==> config.mk <==
export PLATFORM = sky130hd
export DESIGN_NAME = gci_frame_embed
export DESIGN_NICKNAME = d
export VERILOG_FILES = /design/src/pkg/gci_frame_pkg.sv /design/src/hdl/gci_frame_embed.sv
export SDC_FILE = /design/constraint.sdc
export NUM_CORES = 2
export LEC_CHECK = 0
export BUFFER_PORTS_ARGS = -buffer_cell sky130_fd_sc_hd__buf_4
export CAP_MARGIN = 20
export CORE_MARGIN = 2
export CORE_UTILIZATION = 33
export CTS_CLUSTER_DIAMETER = 40
export DETAILED_ROUTE_END_ITERATION = 6
export PLACE_DENSITY = 0.57
export SYNTH_ARGS = -nofsm -noshare
export SYNTH_HDL_FRONTEND = slang
export SYNTH_SLANG_ARGS = --single-unit
==> constraint.sdc <==
create_clock -name CLK_SYS_I -period 8.51 [get_ports CLK_SYS_I]
set_input_delay 0.851 -clock CLK_SYS_I [delete_from_list [all_inputs] [get_ports CLK_SYS_I]]
set_output_delay 0.851 -clock CLK_SYS_I [all_outputs]
set_load 0.03 [all_outputs]
==> src/pkg/gci_frame_pkg.sv <==
// Constants, field layouts and carrier types for the GCI frame embedder.
// Assumes a 200 MHz system clock and a classic Wishbone master.
package gci_frame_pkg;
  localparam int unsigned CLK_MHZ     = 200;
  localparam int unsigned C4_HALF_NS  = 30;
  localparam int unsigned C4_HALF_CYC = (C4_HALF_NS * CLK_MHZ) / 1000;
  localparam logic [3:0]  C4_DIV_LAST = 4'(C4_HALF_CYC - 1);

  localparam logic [7:0] ADR_CFG_MAIN  = 8'h00;
  localparam logic [7:0] ADR_CFG_SLOT  = 8'h04;
  localparam logic [7:0] ADR_PCM_MODE  = 8'h08;
  localparam logic [7:0] ADR_SLOT_SEL  = 8'h0c;
  localparam logic [7:0] ADR_SLOT_CFG  = 8'h10;
  localparam logic [7:0] ADR_MON_TX    = 8'h14;
  localparam logic [7:0] ADR_CI_TX     = 8'h18;
  localparam logic [7:0] ADR_MON_RX    = 8'h1c;
  localparam logic [7:0] ADR_CI_RX     = 8'h20;
  localparam logic [7:0] ADR_STATUS    = 8'h24;

  localparam logic [1:0] ROUTE_A_OUT   = 2'h2;
  localparam logic [1:0] ROUTE_B_OUT   = 2'h3;
  localparam logic [1:0] POS_MON       = 2'h2;
  localparam logic [1:0] POS_CI        = 2'h3;
  localparam logic [1:0] RATE_64       = 2'h1;
  localparam logic [1:0] RATE_128      = 2'h2;
  localparam logic [10:0] LAST_32      = 11'h1ff;
  localparam logic [10:0] LAST_64      = 11'h3ff;
  localparam logic [10:0] LAST_128     = 11'h7ff;
  localparam logic [2:0] BIT_LAST      = 3'h7;
  localparam logic [2:0] BIT_PREFETCH  = 3'h4;
  localparam logic [7:0] MON_IDLE      = 8'hff;
  localparam logic [1:0] D_IDLE        = 2'h3;

  typedef struct packed {
    logic       en;
    logic       swap_tx_hs;
    logic       swap_rx_hs;
    logic       swap_lines;
    logic [4:0] group;
  } gci_cfg_type;

  typedef struct packed {
    logic [1:0] route;
    logic       ch_dir;
    logic [3:0] ch_num;
  } slot_entry_type;

  localparam gci_cfg_type    CFG_RESET  = '0;
  localparam slot_entry_type SLOT_RESET = '0;
endpackage

==> src/hdl/gci_frame_embed.sv <==
// GCI frame embedder: PCM timing, slot routing and automatic GCI slots.
// Assumes a classic Wishbone master on the system clock and pins that
// are resolved outside from the output enables.
`timescale 1ns/10ps
module gci_frame_embed (
  input  wire logic        CLK_SYS_I,
  input  wire logic        NRST_I,
  input  wire logic        WB_CYC_I,
  input  wire logic        WB_STB_I,
  input  wire logic        WB_WE_I,
  input  wire logic [7:0]  WB_ADR_I,
  input  wire logic [3:0]  WB_SEL_I,
  input  wire logic [31:0] WB_DAT_I,
  output logic      [31:0] WB_DAT_O,
  output logic             WB_ACK_O,
  input  wire logic        DOUBLE_RATE_BIT_CLOCK_I,
  output logic             DOUBLE_RATE_BIT_CLOCK_O,
  output logic             DOUBLE_RATE_BIT_CLOCK_OE_N_O,
  input  wire logic        FRAME_SYNC_8KHZ_I,
  output logic             FRAME_SYNC_8KHZ_O,
  output logic             FRAME_SYNC_8KHZ_OE_N_O,
  input  wire logic        SERIAL_DATA_LINE_A_I,
  output logic             SERIAL_DATA_LINE_A_O,
  output logic             SERIAL_DATA_LINE_A_OE_N_O,
  input  wire logic        SERIAL_DATA_LINE_B_I,
  output logic             SERIAL_DATA_LINE_B_O,
  output logic             SERIAL_DATA_LINE_B_OE_N_O,
  output logic      [3:0]  CH_TX_NUM_O,
  input  wire logic [7:0]  CH_TX_BYTE_I,
  output logic      [3:0]  CH_RX_NUM_O,
  output logic      [7:0]  CH_RX_BYTE_O,
  output logic             CH_RX_STB_O
);
  gci_frame_pkg::gci_cfg_type    cfg_r;
  gci_frame_pkg::gci_cfg_type    act_r;
  gci_frame_pkg::slot_entry_type slot_tab [0:255];
  gci_frame_pkg::slot_entry_type pend_ent_r;
  gci_frame_pkg::slot_entry_type tx_ent;
  gci_frame_pkg::slot_entry_type rx_ent;
  logic [7:0]  pend_idx_r;
  logic        pend_r;
  logic        pcm_master_r;
  logic [1:0]  rate_r;
  logic [6:0]  sel_num_r;
  logic        sel_dir_r;
  logic [7:0]  mon_tx_r;
  logic [3:0]  ci_tx_r;
  logic        mr_tx_r;
  logic        mx_tx_r;
  logic [7:0]  mon_rx_r;
  logic [3:0]  ci_rx_r;
  logic        mr_rx_r;
  logic        mx_rx_r;
  logic        seen_r;
  logic        ack_r;
  logic [31:0] dat_r;
  logic [31:0] rd_val;
  logic [3:0]  meta_r;
  logic [3:0]  sync_r;
  logic        c4_d_r;
  logic        fs_fall_r;
  logic [3:0]  div_r;
  logic        c4_r;
  logic        c4_oe_n_r;
  logic        fs_r;
  logic        fs_oe_n_r;
  logic [10:0] cnt_r;
  logic [10:0] cnt_nxt;
  logic [10:0] last_cnt;
  logic [7:0]  tx_byte_r;
  logic        a_out_r;
  logic        a_oe_n_r;
  logic        b_out_r;
  logic        b_oe_n_r;
  logic [6:0]  rx_sh_r;
  logic        smp_a_r;
  logic        smp_b_r;
  logic        rx_auto_r;
  logic [1:0]  rx_pos_r;
  logic        rx_ch_en_r;
  logic [3:0]  rx_ch_num_r;
  logic [3:0]  ch_tx_num_r;
  logic [3:0]  ch_rx_num_r;
  logic [7:0]  ch_rx_byte_r;
  logic        ch_rx_stb_r;
  logic        edge_now;
  logic        fs_now;
  logic        frame_go;
  logic        wb_req;
  logic        wb_stall;
  logic        wr_ev;
  logic [6:0]  slot_nx;
  logic [6:0]  slot_nn;
  logic [2:0]  bit_nx;
  logic        half_nx;
  logic [1:0]  pos;
  logic        in_grp;
  logic        auto_any;
  logic        ld_ev;
  logic        smp_ev;
  logic        ld_a;
  logic        ld_b;
  logic        sm_a;
  logic        sm_b;
  logic [7:0]  ld_byte;
  logic [7:0]  rx_byte;

  function automatic logic [10:0] frame_last(input logic [1:0] rate);
    if (rate == gci_frame_pkg::RATE_128) begin
      return gci_frame_pkg::LAST_128;
    end else if (rate == gci_frame_pkg::RATE_64) begin
      return gci_frame_pkg::LAST_64;
    end
    return gci_frame_pkg::LAST_32;
  endfunction

  // Handshake pair as {bit1, bit0}; swap exchanges the two positions
  function automatic logic [1:0] hs_order(input logic swap, input logic mr, input logic mx);
    return swap ? {mx, mr} : {mr, mx};
  endfunction

  // Wishbone slave
  assign wb_req   = WB_CYC_I && WB_STB_I;
  assign wb_stall = WB_WE_I && (WB_ADR_I == gci_frame_pkg::ADR_SLOT_CFG) && pend_r;
  assign wr_ev    = wb_req && WB_WE_I && ack_r && WB_SEL_I[0];

  always_comb begin
    rd_val = '0;
    unique case (WB_ADR_I)
      gci_frame_pkg::ADR_CFG_MAIN: rd_val[3:0] = {cfg_r.swap_lines, cfg_r.swap_rx_hs,
                                                  cfg_r.swap_tx_hs, cfg_r.en};
      gci_frame_pkg::ADR_CFG_SLOT: rd_val[4:0] = cfg_r.group;
      gci_frame_pkg::ADR_PCM_MODE: rd_val[2:0] = {rate_r, pcm_master_r};
      gci_frame_pkg::ADR_SLOT_SEL: rd_val[7:0] = {sel_num_r, sel_dir_r};
      gci_frame_pkg::ADR_SLOT_CFG: rd_val[6:0] = slot_tab[{sel_num_r, sel_dir_r}];
      gci_frame_pkg::ADR_MON_TX:   rd_val[7:0] = mon_tx_r;
      gci_frame_pkg::ADR_CI_TX:    rd_val[5:0] = {mx_tx_r, mr_tx_r, ci_tx_r};
      gci_frame_pkg::ADR_MON_RX:   rd_val[7:0] = mon_rx_r;
      gci_frame_pkg::ADR_CI_RX:    rd_val[5:0] = {mx_rx_r, mr_rx_r, ci_rx_r};
      gci_frame_pkg::ADR_STATUS:   rd_val[2:0] = {seen_r, pend_r, act_r.en};
      default:                     rd_val = '0;
    endcase
  end

  always_ff @(posedge CLK_SYS_I) begin
    if (!NRST_I) begin
      ack_r <= 1'b0;
      dat_r <= '0;
    end else begin
      // Table writes stall while one is still waiting for the frame edge
      ack_r <= wb_req && !ack_r && !wb_stall;
      if (wb_req && !ack_r && !wb_stall) begin
        dat_r <= rd_val;
      end
    end
  end

  always_ff @(posedge CLK_SYS_I) begin
    if (!NRST_I) begin
      cfg_r        <= gci_frame_pkg::CFG_RESET;
      pcm_master_r <= 1'b0;
      rate_r       <= '0;
      sel_num_r    <= '0;
      sel_dir_r    <= 1'b0;
      mon_tx_r     <= gci_frame_pkg::MON_IDLE;
      ci_tx_r      <= '0;
      mr_tx_r      <= 1'b1;
      mx_tx_r      <= 1'b1;
    end else if (wr_ev) begin
      unique case (WB_ADR_I)
        gci_frame_pkg::ADR_CFG_MAIN: begin
          cfg_r.en         <= WB_DAT_I[0];
          cfg_r.swap_tx_hs <= WB_DAT_I[1];
          cfg_r.swap_rx_hs <= WB_DAT_I[2];
          cfg_r.swap_lines <= WB_DAT_I[3];
        end
        gci_frame_pkg::ADR_CFG_SLOT: cfg_r.group <= WB_DAT_I[4:0];
        gci_frame_pkg::ADR_PCM_MODE: {rate_r, pcm_master_r} <= WB_DAT_I[2:0];
        gci_frame_pkg::ADR_SLOT_SEL: {sel_num_r, sel_dir_r} <= WB_DAT_I[7:0];
        gci_frame_pkg::ADR_MON_TX:   mon_tx_r <= WB_DAT_I[7:0];
        gci_frame_pkg::ADR_CI_TX:    {mx_tx_r, mr_tx_r, ci_tx_r} <= WB_DAT_I[5:0];
        default: ;
      endcase
    end
  end

  // Slot table writes wait for the frame edge
  always_ff @(posedge CLK_SYS_I) begin
    if (!NRST_I) begin
      pend_r     <= 1'b0;
      pend_idx_r <= '0;
      pend_ent_r <= gci_frame_pkg::SLOT_RESET;
    end else if (wr_ev && WB_ADR_I == gci_frame_pkg::ADR_SLOT_CFG) begin
      pend_r     <= 1'b1;
      pend_idx_r <= {sel_num_r, sel_dir_r};
      pend_ent_r <= gci_frame_pkg::slot_entry_type'(WB_DAT_I[6:0]);
    end else if (frame_go) begin
      pend_r     <= 1'b0;
    end
  end

  always_ff @(posedge CLK_SYS_I) begin
    if (!NRST_I) begin
      for (int i = 0; i < 256; i++) begin
        slot_tab[i] <= gci_frame_pkg::SLOT_RESET;
      end
    end else if (frame_go && pend_r) begin
      slot_tab[pend_idx_r] <= pend_ent_r;
    end
  end

  always_ff @(posedge CLK_SYS_I) begin
    if (!NRST_I) begin
      act_r  <= gci_frame_pkg::CFG_RESET;
      seen_r <= 1'b0;
    end else if (frame_go) begin
      act_r  <= cfg_r;
      seen_r <= 1'b1;
    end
  end

  // Pin synchroniser: {bit clock, sync, line a, line b}
  // Sync taken at the falling edge: the far master moves it on the rising one
  always_ff @(posedge CLK_SYS_I) begin
    if (!NRST_I) begin
      meta_r    <= '0;
      sync_r    <= '0;
      c4_d_r    <= 1'b0;
      fs_fall_r <= 1'b0;
    end else begin
      meta_r <= {DOUBLE_RATE_BIT_CLOCK_I, FRAME_SYNC_8KHZ_I,
                 SERIAL_DATA_LINE_A_I, SERIAL_DATA_LINE_B_I};
      sync_r <= meta_r;
      c4_d_r <= sync_r[3];
      if (c4_d_r && !sync_r[3]) begin
        fs_fall_r <= sync_r[2];
      end
    end
  end

  // Clock generation as PCM master
  always_ff @(posedge CLK_SYS_I) begin
    if (!NRST_I) begin
      div_r <= '0;
      c4_r  <= 1'b0;
    end else if (pcm_master_r) begin
      div_r <= (div_r == gci_frame_pkg::C4_DIV_LAST) ? '0 : div_r + 4'h1;
      if (div_r == gci_frame_pkg::C4_DIV_LAST) begin
        c4_r <= !c4_r;
      end
    end else begin
      div_r <= '0;
      c4_r  <= 1'b0;
    end
  end

  always_ff @(posedge CLK_SYS_I) begin
    if (!NRST_I) begin
      c4_oe_n_r <= 1'b1;
      fs_oe_n_r <= 1'b1;
    end else begin
      c4_oe_n_r <= !pcm_master_r;
      fs_oe_n_r <= !pcm_master_r;
    end
  end

  // Slave mode follows the pins; no edge is assumed while they stand still
  assign edge_now = pcm_master_r ? (div_r == gci_frame_pkg::C4_DIV_LAST && !c4_r)
                                 : (sync_r[3] && !c4_d_r);
  assign fs_now   = pcm_master_r ? fs_r : fs_fall_r;
  assign frame_go = edge_now && fs_now;
  assign last_cnt = frame_last(rate_r);
  assign cnt_nxt  = fs_now ? '0 : cnt_r + 11'h1;
  assign slot_nx  = cnt_nxt[10:4];
  assign bit_nx   = cnt_nxt[3:1];
  assign half_nx  = cnt_nxt[0];
  assign slot_nn  = (slot_nx == last_cnt[10:4]) ? '0 : slot_nx + 7'h1;
  assign ld_ev    = edge_now && !half_nx && bit_nx == '0;
  assign smp_ev   = edge_now && half_nx;

  always_ff @(posedge CLK_SYS_I) begin
    if (!NRST_I) begin
      cnt_r <= '0;
      fs_r  <= 1'b0;
    end else if (edge_now) begin
      cnt_r <= cnt_nxt;
      fs_r  <= pcm_master_r && (cnt_nxt == last_cnt);
    end
  end

  // Slot decode for the slot about to start
  always_comb begin
    tx_ent   = slot_tab[{slot_nx, 1'b0}];
    rx_ent   = slot_tab[{slot_nx, 1'b1}];
    in_grp   = (slot_nx[6:2] == act_r.group);
    pos      = slot_nx[1:0];
    auto_any = act_r.en && in_grp && (pos == gci_frame_pkg::POS_MON ||
                                      pos == gci_frame_pkg::POS_CI);
    ld_a     = !tx_ent.ch_dir && tx_ent.route == gci_frame_pkg::ROUTE_A_OUT;
    ld_b     = !tx_ent.ch_dir && tx_ent.route == gci_frame_pkg::ROUTE_B_OUT;
    sm_b     = rx_ent.ch_dir && rx_ent.route == gci_frame_pkg::ROUTE_A_OUT;
    sm_a     = rx_ent.ch_dir && rx_ent.route == gci_frame_pkg::ROUTE_B_OUT;
    ld_byte  = CH_TX_BYTE_I;
    if (auto_any) begin
      ld_a = !act_r.swap_lines;
      ld_b = act_r.swap_lines;
      sm_a = act_r.swap_lines;
      sm_b = !act_r.swap_lines;
      if (pos == gci_frame_pkg::POS_MON) begin
        ld_byte = mon_tx_r;
      end else begin
        ld_byte = {(!tx_ent.ch_dir && tx_ent.route != '0) ? CH_TX_BYTE_I[7:6]
                                                         : gci_frame_pkg::D_IDLE,
                   ci_tx_r, hs_order(act_r.swap_tx_hs, mr_tx_r, mx_tx_r)};
      end
    end
  end

  // Transmit: a new bit at each even bit clock edge, MSB first
  always_ff @(posedge CLK_SYS_I) begin
    if (!NRST_I) begin
      tx_byte_r <= gci_frame_pkg::MON_IDLE;
      a_out_r   <= 1'b1;
      b_out_r   <= 1'b1;
      a_oe_n_r  <= 1'b1;
      b_oe_n_r  <= 1'b1;
    end else if (ld_ev) begin
      tx_byte_r <= ld_byte;
      a_out_r   <= ld_byte[7];
      b_out_r   <= ld_byte[7];
      a_oe_n_r  <= !ld_a;
      b_oe_n_r  <= !ld_b;
    end else if (edge_now && !half_nx) begin
      a_out_r   <= tx_byte_r[gci_frame_pkg::BIT_LAST - bit_nx];
      b_out_r   <= tx_byte_r[gci_frame_pkg::BIT_LAST - bit_nx];
    end
  end

  // Next slot's transmit channel is named half a slot ahead
  always_ff @(posedge CLK_SYS_I) begin
    if (!NRST_I) begin
      ch_tx_num_r <= '0;
    end else if (edge_now && !half_nx && bit_nx == gci_frame_pkg::BIT_PREFETCH) begin
      ch_tx_num_r <= slot_tab[{slot_nn, 1'b0}].ch_num;
    end
  end

  // Receive: sample at odd edges, mid bit
  assign rx_byte = {rx_sh_r, (smp_a_r && sync_r[1]) || (smp_b_r && sync_r[0])};

  always_ff @(posedge CLK_SYS_I) begin
    if (!NRST_I) begin
      smp_a_r     <= 1'b0;
      smp_b_r     <= 1'b0;
      rx_auto_r   <= 1'b0;
      rx_pos_r    <= '0;
      rx_ch_en_r  <= 1'b0;
      rx_ch_num_r <= '0;
      rx_sh_r     <= '0;
    end else if (ld_ev) begin
      smp_a_r     <= sm_a;
      smp_b_r     <= sm_b;
      rx_auto_r   <= auto_any;
      rx_pos_r    <= pos;
      rx_ch_en_r  <= rx_ent.ch_dir && rx_ent.route != '0;
      rx_ch_num_r <= rx_ent.ch_num;
    end else if (smp_ev) begin
      rx_sh_r     <= rx_byte[6:0];
    end
  end

  always_ff @(posedge CLK_SYS_I) begin
    if (!NRST_I) begin
      mon_rx_r <= gci_frame_pkg::MON_IDLE;
      ci_rx_r  <= '0;
      mr_rx_r  <= 1'b1;
      mx_rx_r  <= 1'b1;
    end else if (smp_ev && bit_nx == gci_frame_pkg::BIT_LAST && rx_auto_r) begin
      if (rx_pos_r == gci_frame_pkg::POS_MON) begin
        mon_rx_r <= rx_byte;
      end else begin
        ci_rx_r  <= rx_byte[5:2];
        {mr_rx_r, mx_rx_r} <= hs_order(act_r.swap_rx_hs, rx_byte[1], rx_byte[0]);
      end
    end
  end

  always_ff @(posedge CLK_SYS_I) begin
    if (!NRST_I) begin
      ch_rx_stb_r  <= 1'b0;
      ch_rx_num_r  <= '0;
      ch_rx_byte_r <= '0;
    end else begin
      ch_rx_stb_r <= smp_ev && bit_nx == gci_frame_pkg::BIT_LAST && rx_ch_en_r;
      if (smp_ev && bit_nx == gci_frame_pkg::BIT_LAST && rx_ch_en_r) begin
        ch_rx_num_r  <= rx_ch_num_r;
        ch_rx_byte_r <= rx_byte;
      end
    end
  end

  assign WB_ACK_O                     = ack_r;
  assign WB_DAT_O                     = dat_r;
  assign DOUBLE_RATE_BIT_CLOCK_O      = c4_r;
  assign DOUBLE_RATE_BIT_CLOCK_OE_N_O = c4_oe_n_r;
  assign FRAME_SYNC_8KHZ_O            = fs_r;
  assign FRAME_SYNC_8KHZ_OE_N_O       = fs_oe_n_r;
  assign SERIAL_DATA_LINE_A_O         = a_out_r;
  assign SERIAL_DATA_LINE_A_OE_N_O    = a_oe_n_r;
  assign SERIAL_DATA_LINE_B_O         = b_out_r;
  assign SERIAL_DATA_LINE_B_OE_N_O    = b_oe_n_r;
  assign CH_TX_NUM_O                  = ch_tx_num_r;
  assign CH_RX_NUM_O                  = ch_rx_num_r;
  assign CH_RX_BYTE_O                 = ch_rx_byte_r;
  assign CH_RX_STB_O                  = ch_rx_stb_r;
endmodule

==> summary.md <==
| Metric | Value |
|---|---|
| Crit share post-route | `0.819` |
| Port Buffers | `67` |
| Clk Latency, worst-skew pair | `920 ps` |
| Fin cells | `13500` |
| Sum of negative setup slack | `0 ps` |
| Initial antenna violation count | `between 50 and 60` |
| Max Freq | `0.144 GHz` |
| Core area | `approximately 0.32 sq mm` |
| FF+latch count, synth | `1956` |
| M1 GR Usage | `0.346` |
| Clock tree from TritonCTS | `done` |
| Clock Sink Count | `1956` |
| Post-CTS Setup Bufs | `0` |
| Hold buffers post-CTS | `0` |
| Critical path peak fanout | `58` |
| Failing checks | `DRC` |
| Routed WL | `between 400 and 500 mm` |
| Peak VDD IR | `~170 uV` |
| Layout cells sized above 1 | `0.190` |
| FF-to-FF setup slack | `1540 ps` |
| Util after Layout | `0.383` |
| Syn-to-layout area delta | `15.5%` |
| I/O Pins | `around 120` |
| Max Slew Vio Count | `0` |
| Max-slew headroom | `0.136` |
| Run status | `complete, but fails checks` |
| Via count | `87100` |
| Detailed-placement wirelength estimate | `299 mm` |
| Post-route DRC | `a little under 80` |
| CP endpoint kind | `flop` |
| Die width | `574 um` |
| Post-synth EDFFs | `1792` |
| Crit path time final | `6970 ps` |
| Syn_area_per_cell | `11.5 sq um` |
| Remaining Overflow, GRT | `0` |
| Final setup fails | `0` |
| Antenna-violating nets left | `0` |
| Async S/R FF share, synth | `0` |
| Worst setup SP type | `flop` |
| Max-Cap Viols | `0` |
| Vias per cell | `between 6 and 7` |
| Initial DRT Pass Iterations | `7` |
| Pwr dens | `between 200 and 250 mW/mm^2` |
| GR Util met3 | `0.0958` |
| Top cell type's share of synthesized area | `0.501` |
| Reg clk slew, reported paths | `60 ps` |
| Largest net degree at the start of global routing | `around 130` |
| Commonest cells in the netlist | `and3_1, edfxtp_1, nand2_1` |
| Crit path kind | `reg2reg` |
| Clk buf depth | `4` |
| Placed Cells | `12800` |
| Met2 GRT Util | `0.397` |
| Most frequent cell after synthesis | `and3_1` |
| Worst slew pin tran | `1290 ps` |
| RePlAce Congestion | `1.02` |
| RSZ-0062 raised after global routing | `no` |
| Number of DRC markers in iteration 0 | `15700` |
| Mapped Cells | `between 9000 and 10000` |
| Site row count | `~210` |
| Post-CTS resize count | `0` |
| Wire per inst | `around 35 um` |
| Final #Nets | `8942` |
| Final hold vios | `0` |
| WP data required | `a little over 9000 ps` |
| H-tree levels | `5` |
| Cell area after synthesis | `~0.11 sq mm` |
| Yosys top cell by area | `edfxtp_1` |
| Netlist cell types | `96` |
| DIE AREA | `between 0.3 and 0.4 sq mm` |
| Vias in the first global route | `approximately 80000` |
| GRT Total Usage | `0.273` |
| Hold slack | `140 ps` |
| First-pass GRT wire length | `645 mm` |
| Post-synthesis sequential area ratio | `0.532` |
| Min-Delay Path Class | `in2reg` |
| DIE HEIGHT | `574 um` |
| Yosys warning total | `0` |
| Global route hottest layer | `met2` |
| Predominant post-synthesis flop cell | `edfxtp_1` |
| Starting Density | `0.331` |
| CP arrival | `7790 ps` |
| Leakage power | `47.3 nW` |
| Root Driver | `clkbuf_16` |
| Synth top area cells | `edfxtp_1, mux4_2, and3_1, nand2_1, dfxtp_1` |
| Cts bufs inserted | `361` |
| Clock Skews | `approximately 87 ps` |
-- cell type report --
| cell class | count | area (sq um) |
|---|---|---|
| well taps | 4325 | 5410 |
| diodes | 25 | 62.6 |
| clock buffers | 404 | 9380 |
| inverters | 13 | 65.1 |
| flip-flops and latches | 1956 | 57100 |
| clock inverters | 258 | 2940 |
| repair buffers | 347 | 3220 |
| fillers | 30500 | 200000 |
| multi-input cells | 6197 | 45800 |
-- metrics by stage --
step                      instance area, sq um  setup WS [ps]  power, W
final                                   124000           1540    0.0270
after global routing                    124000           1640    0.0274
after CTS                               124000           2140    0.0269
after detailed placement                112000           2160    0.0124
after global placement                  111000           2060    0.0124
after floorplan                         107000           3870    0.0118
-- cell families (layout without fill, tap and decap cells) --
| kind of cell | count (synthesis) | count (layout) | synth area share |
|---|---|---|---|
| simple gates | 4423 | 4423 | 0.206 |
| xor+xnor | 23 | 23 | 0.00195 |
| compound gates | 905 | 905 | 0.0592 |
| other cells | 1 | 49 | 0.0000349 |
| fa+ha+maj | 5 | 5 | 0.000583 |
| flops | 1956 | 1956 | 0.532 |
| mux | 817 | 817 | 0.154 |
| buf+inv | 1198 | 1022 | 0.0466 |
-- worst max-delay path: stages, from the launching register on --
cell and delay (ps):
dfxtp_1 630, ha_1 390, nand3_1 560, o211ai_1 530, buf_4 490, nand2_8 440
xnor2_2 950, buf_12 330, buf_12 320, nand2_1 100, and3_1 180, a311oi_1 200
a311oi_1 140, o31ai_1 1050, a32oi_1 150, o211ai_1 140
-- state kept, by name, summed over array words and instances, names as in the netlist, 2 cells and up, named ones only --
name / count
rx_pos_r: 2
sel_num_r: 7
CH_RX_NUM_O: 4
rate_r: 2
WB_DAT_O: 8
act_r: 9
ci_tx_r: 4
mon_rx_r: 8
pend_ent_r: 7
tx_byte_r: 8
div_r: 4
rx_sh_r: 7
ci_rx_r: 4
cfg_r: 9
rx_ch_num_r: 4
sync_r: 4
slot_tab: 1792
CH_TX_NUM_O: 4
cnt_r: 11
pend_idx_r: 8
CH_RX_BYTE_O: 8
meta_r: 4
mon_tx_r: 8
-- final timing paths --
| kind | startpoint | depth (start not counted) | to |
|---|---|---|---|
| setup / recovery | cnt_r[0] | 15 | CH_TX_NUM_O[1] |
| setup reg to reg | cnt_r[0] | 15 | CH_TX_NUM_O[1] |
| hold / removal | SERIAL_DATA_LINE_A_I | 2 | meta_r[1] |
| hold reg to reg | meta_r[2] | 1 | sync_r[2] |
-- cell usage in the layout (no fill, tap or decap), types with 40 or more instances in the layout --
cell and n:
a221oi_1 42, nand3_1 442, and3_1 1811, a211oi_1 118, a21oi_1 212, mux4_2 666
buf_12 46, nor2_1 244, clkinvlp_4 44, o21ai_0 113, a31oi_1 61, mux2i_1 127
edfxtp_1 1792, nand2_1 1749, buf_4 290, inv_6 40, a311oi_1 104, dfxtp_1 151
clkbuf_16 366, clkinv_2 46
-- power breakdown --
part | switching [W] | internal, W | leakage, nW
Clock | 0.00547 | 0.00921 | 5.91
Combinational | 0.000728 | 0.000354 | 23.1
Sequential | 0.000279 | 0.0109 | 18.3
Total | 0.00648 | 0.0205 | 47.3
-- routing by layer --
layer | vias to the layer above | routed length [um]
li1 | 34500 | -
met1 | 43800 | 166000
met2 | 7311 | 199000
met3 | 1437 | 67800
met4 | 32 | 34300
met5 | - | 352
Power figures use the tool's default switching activity.
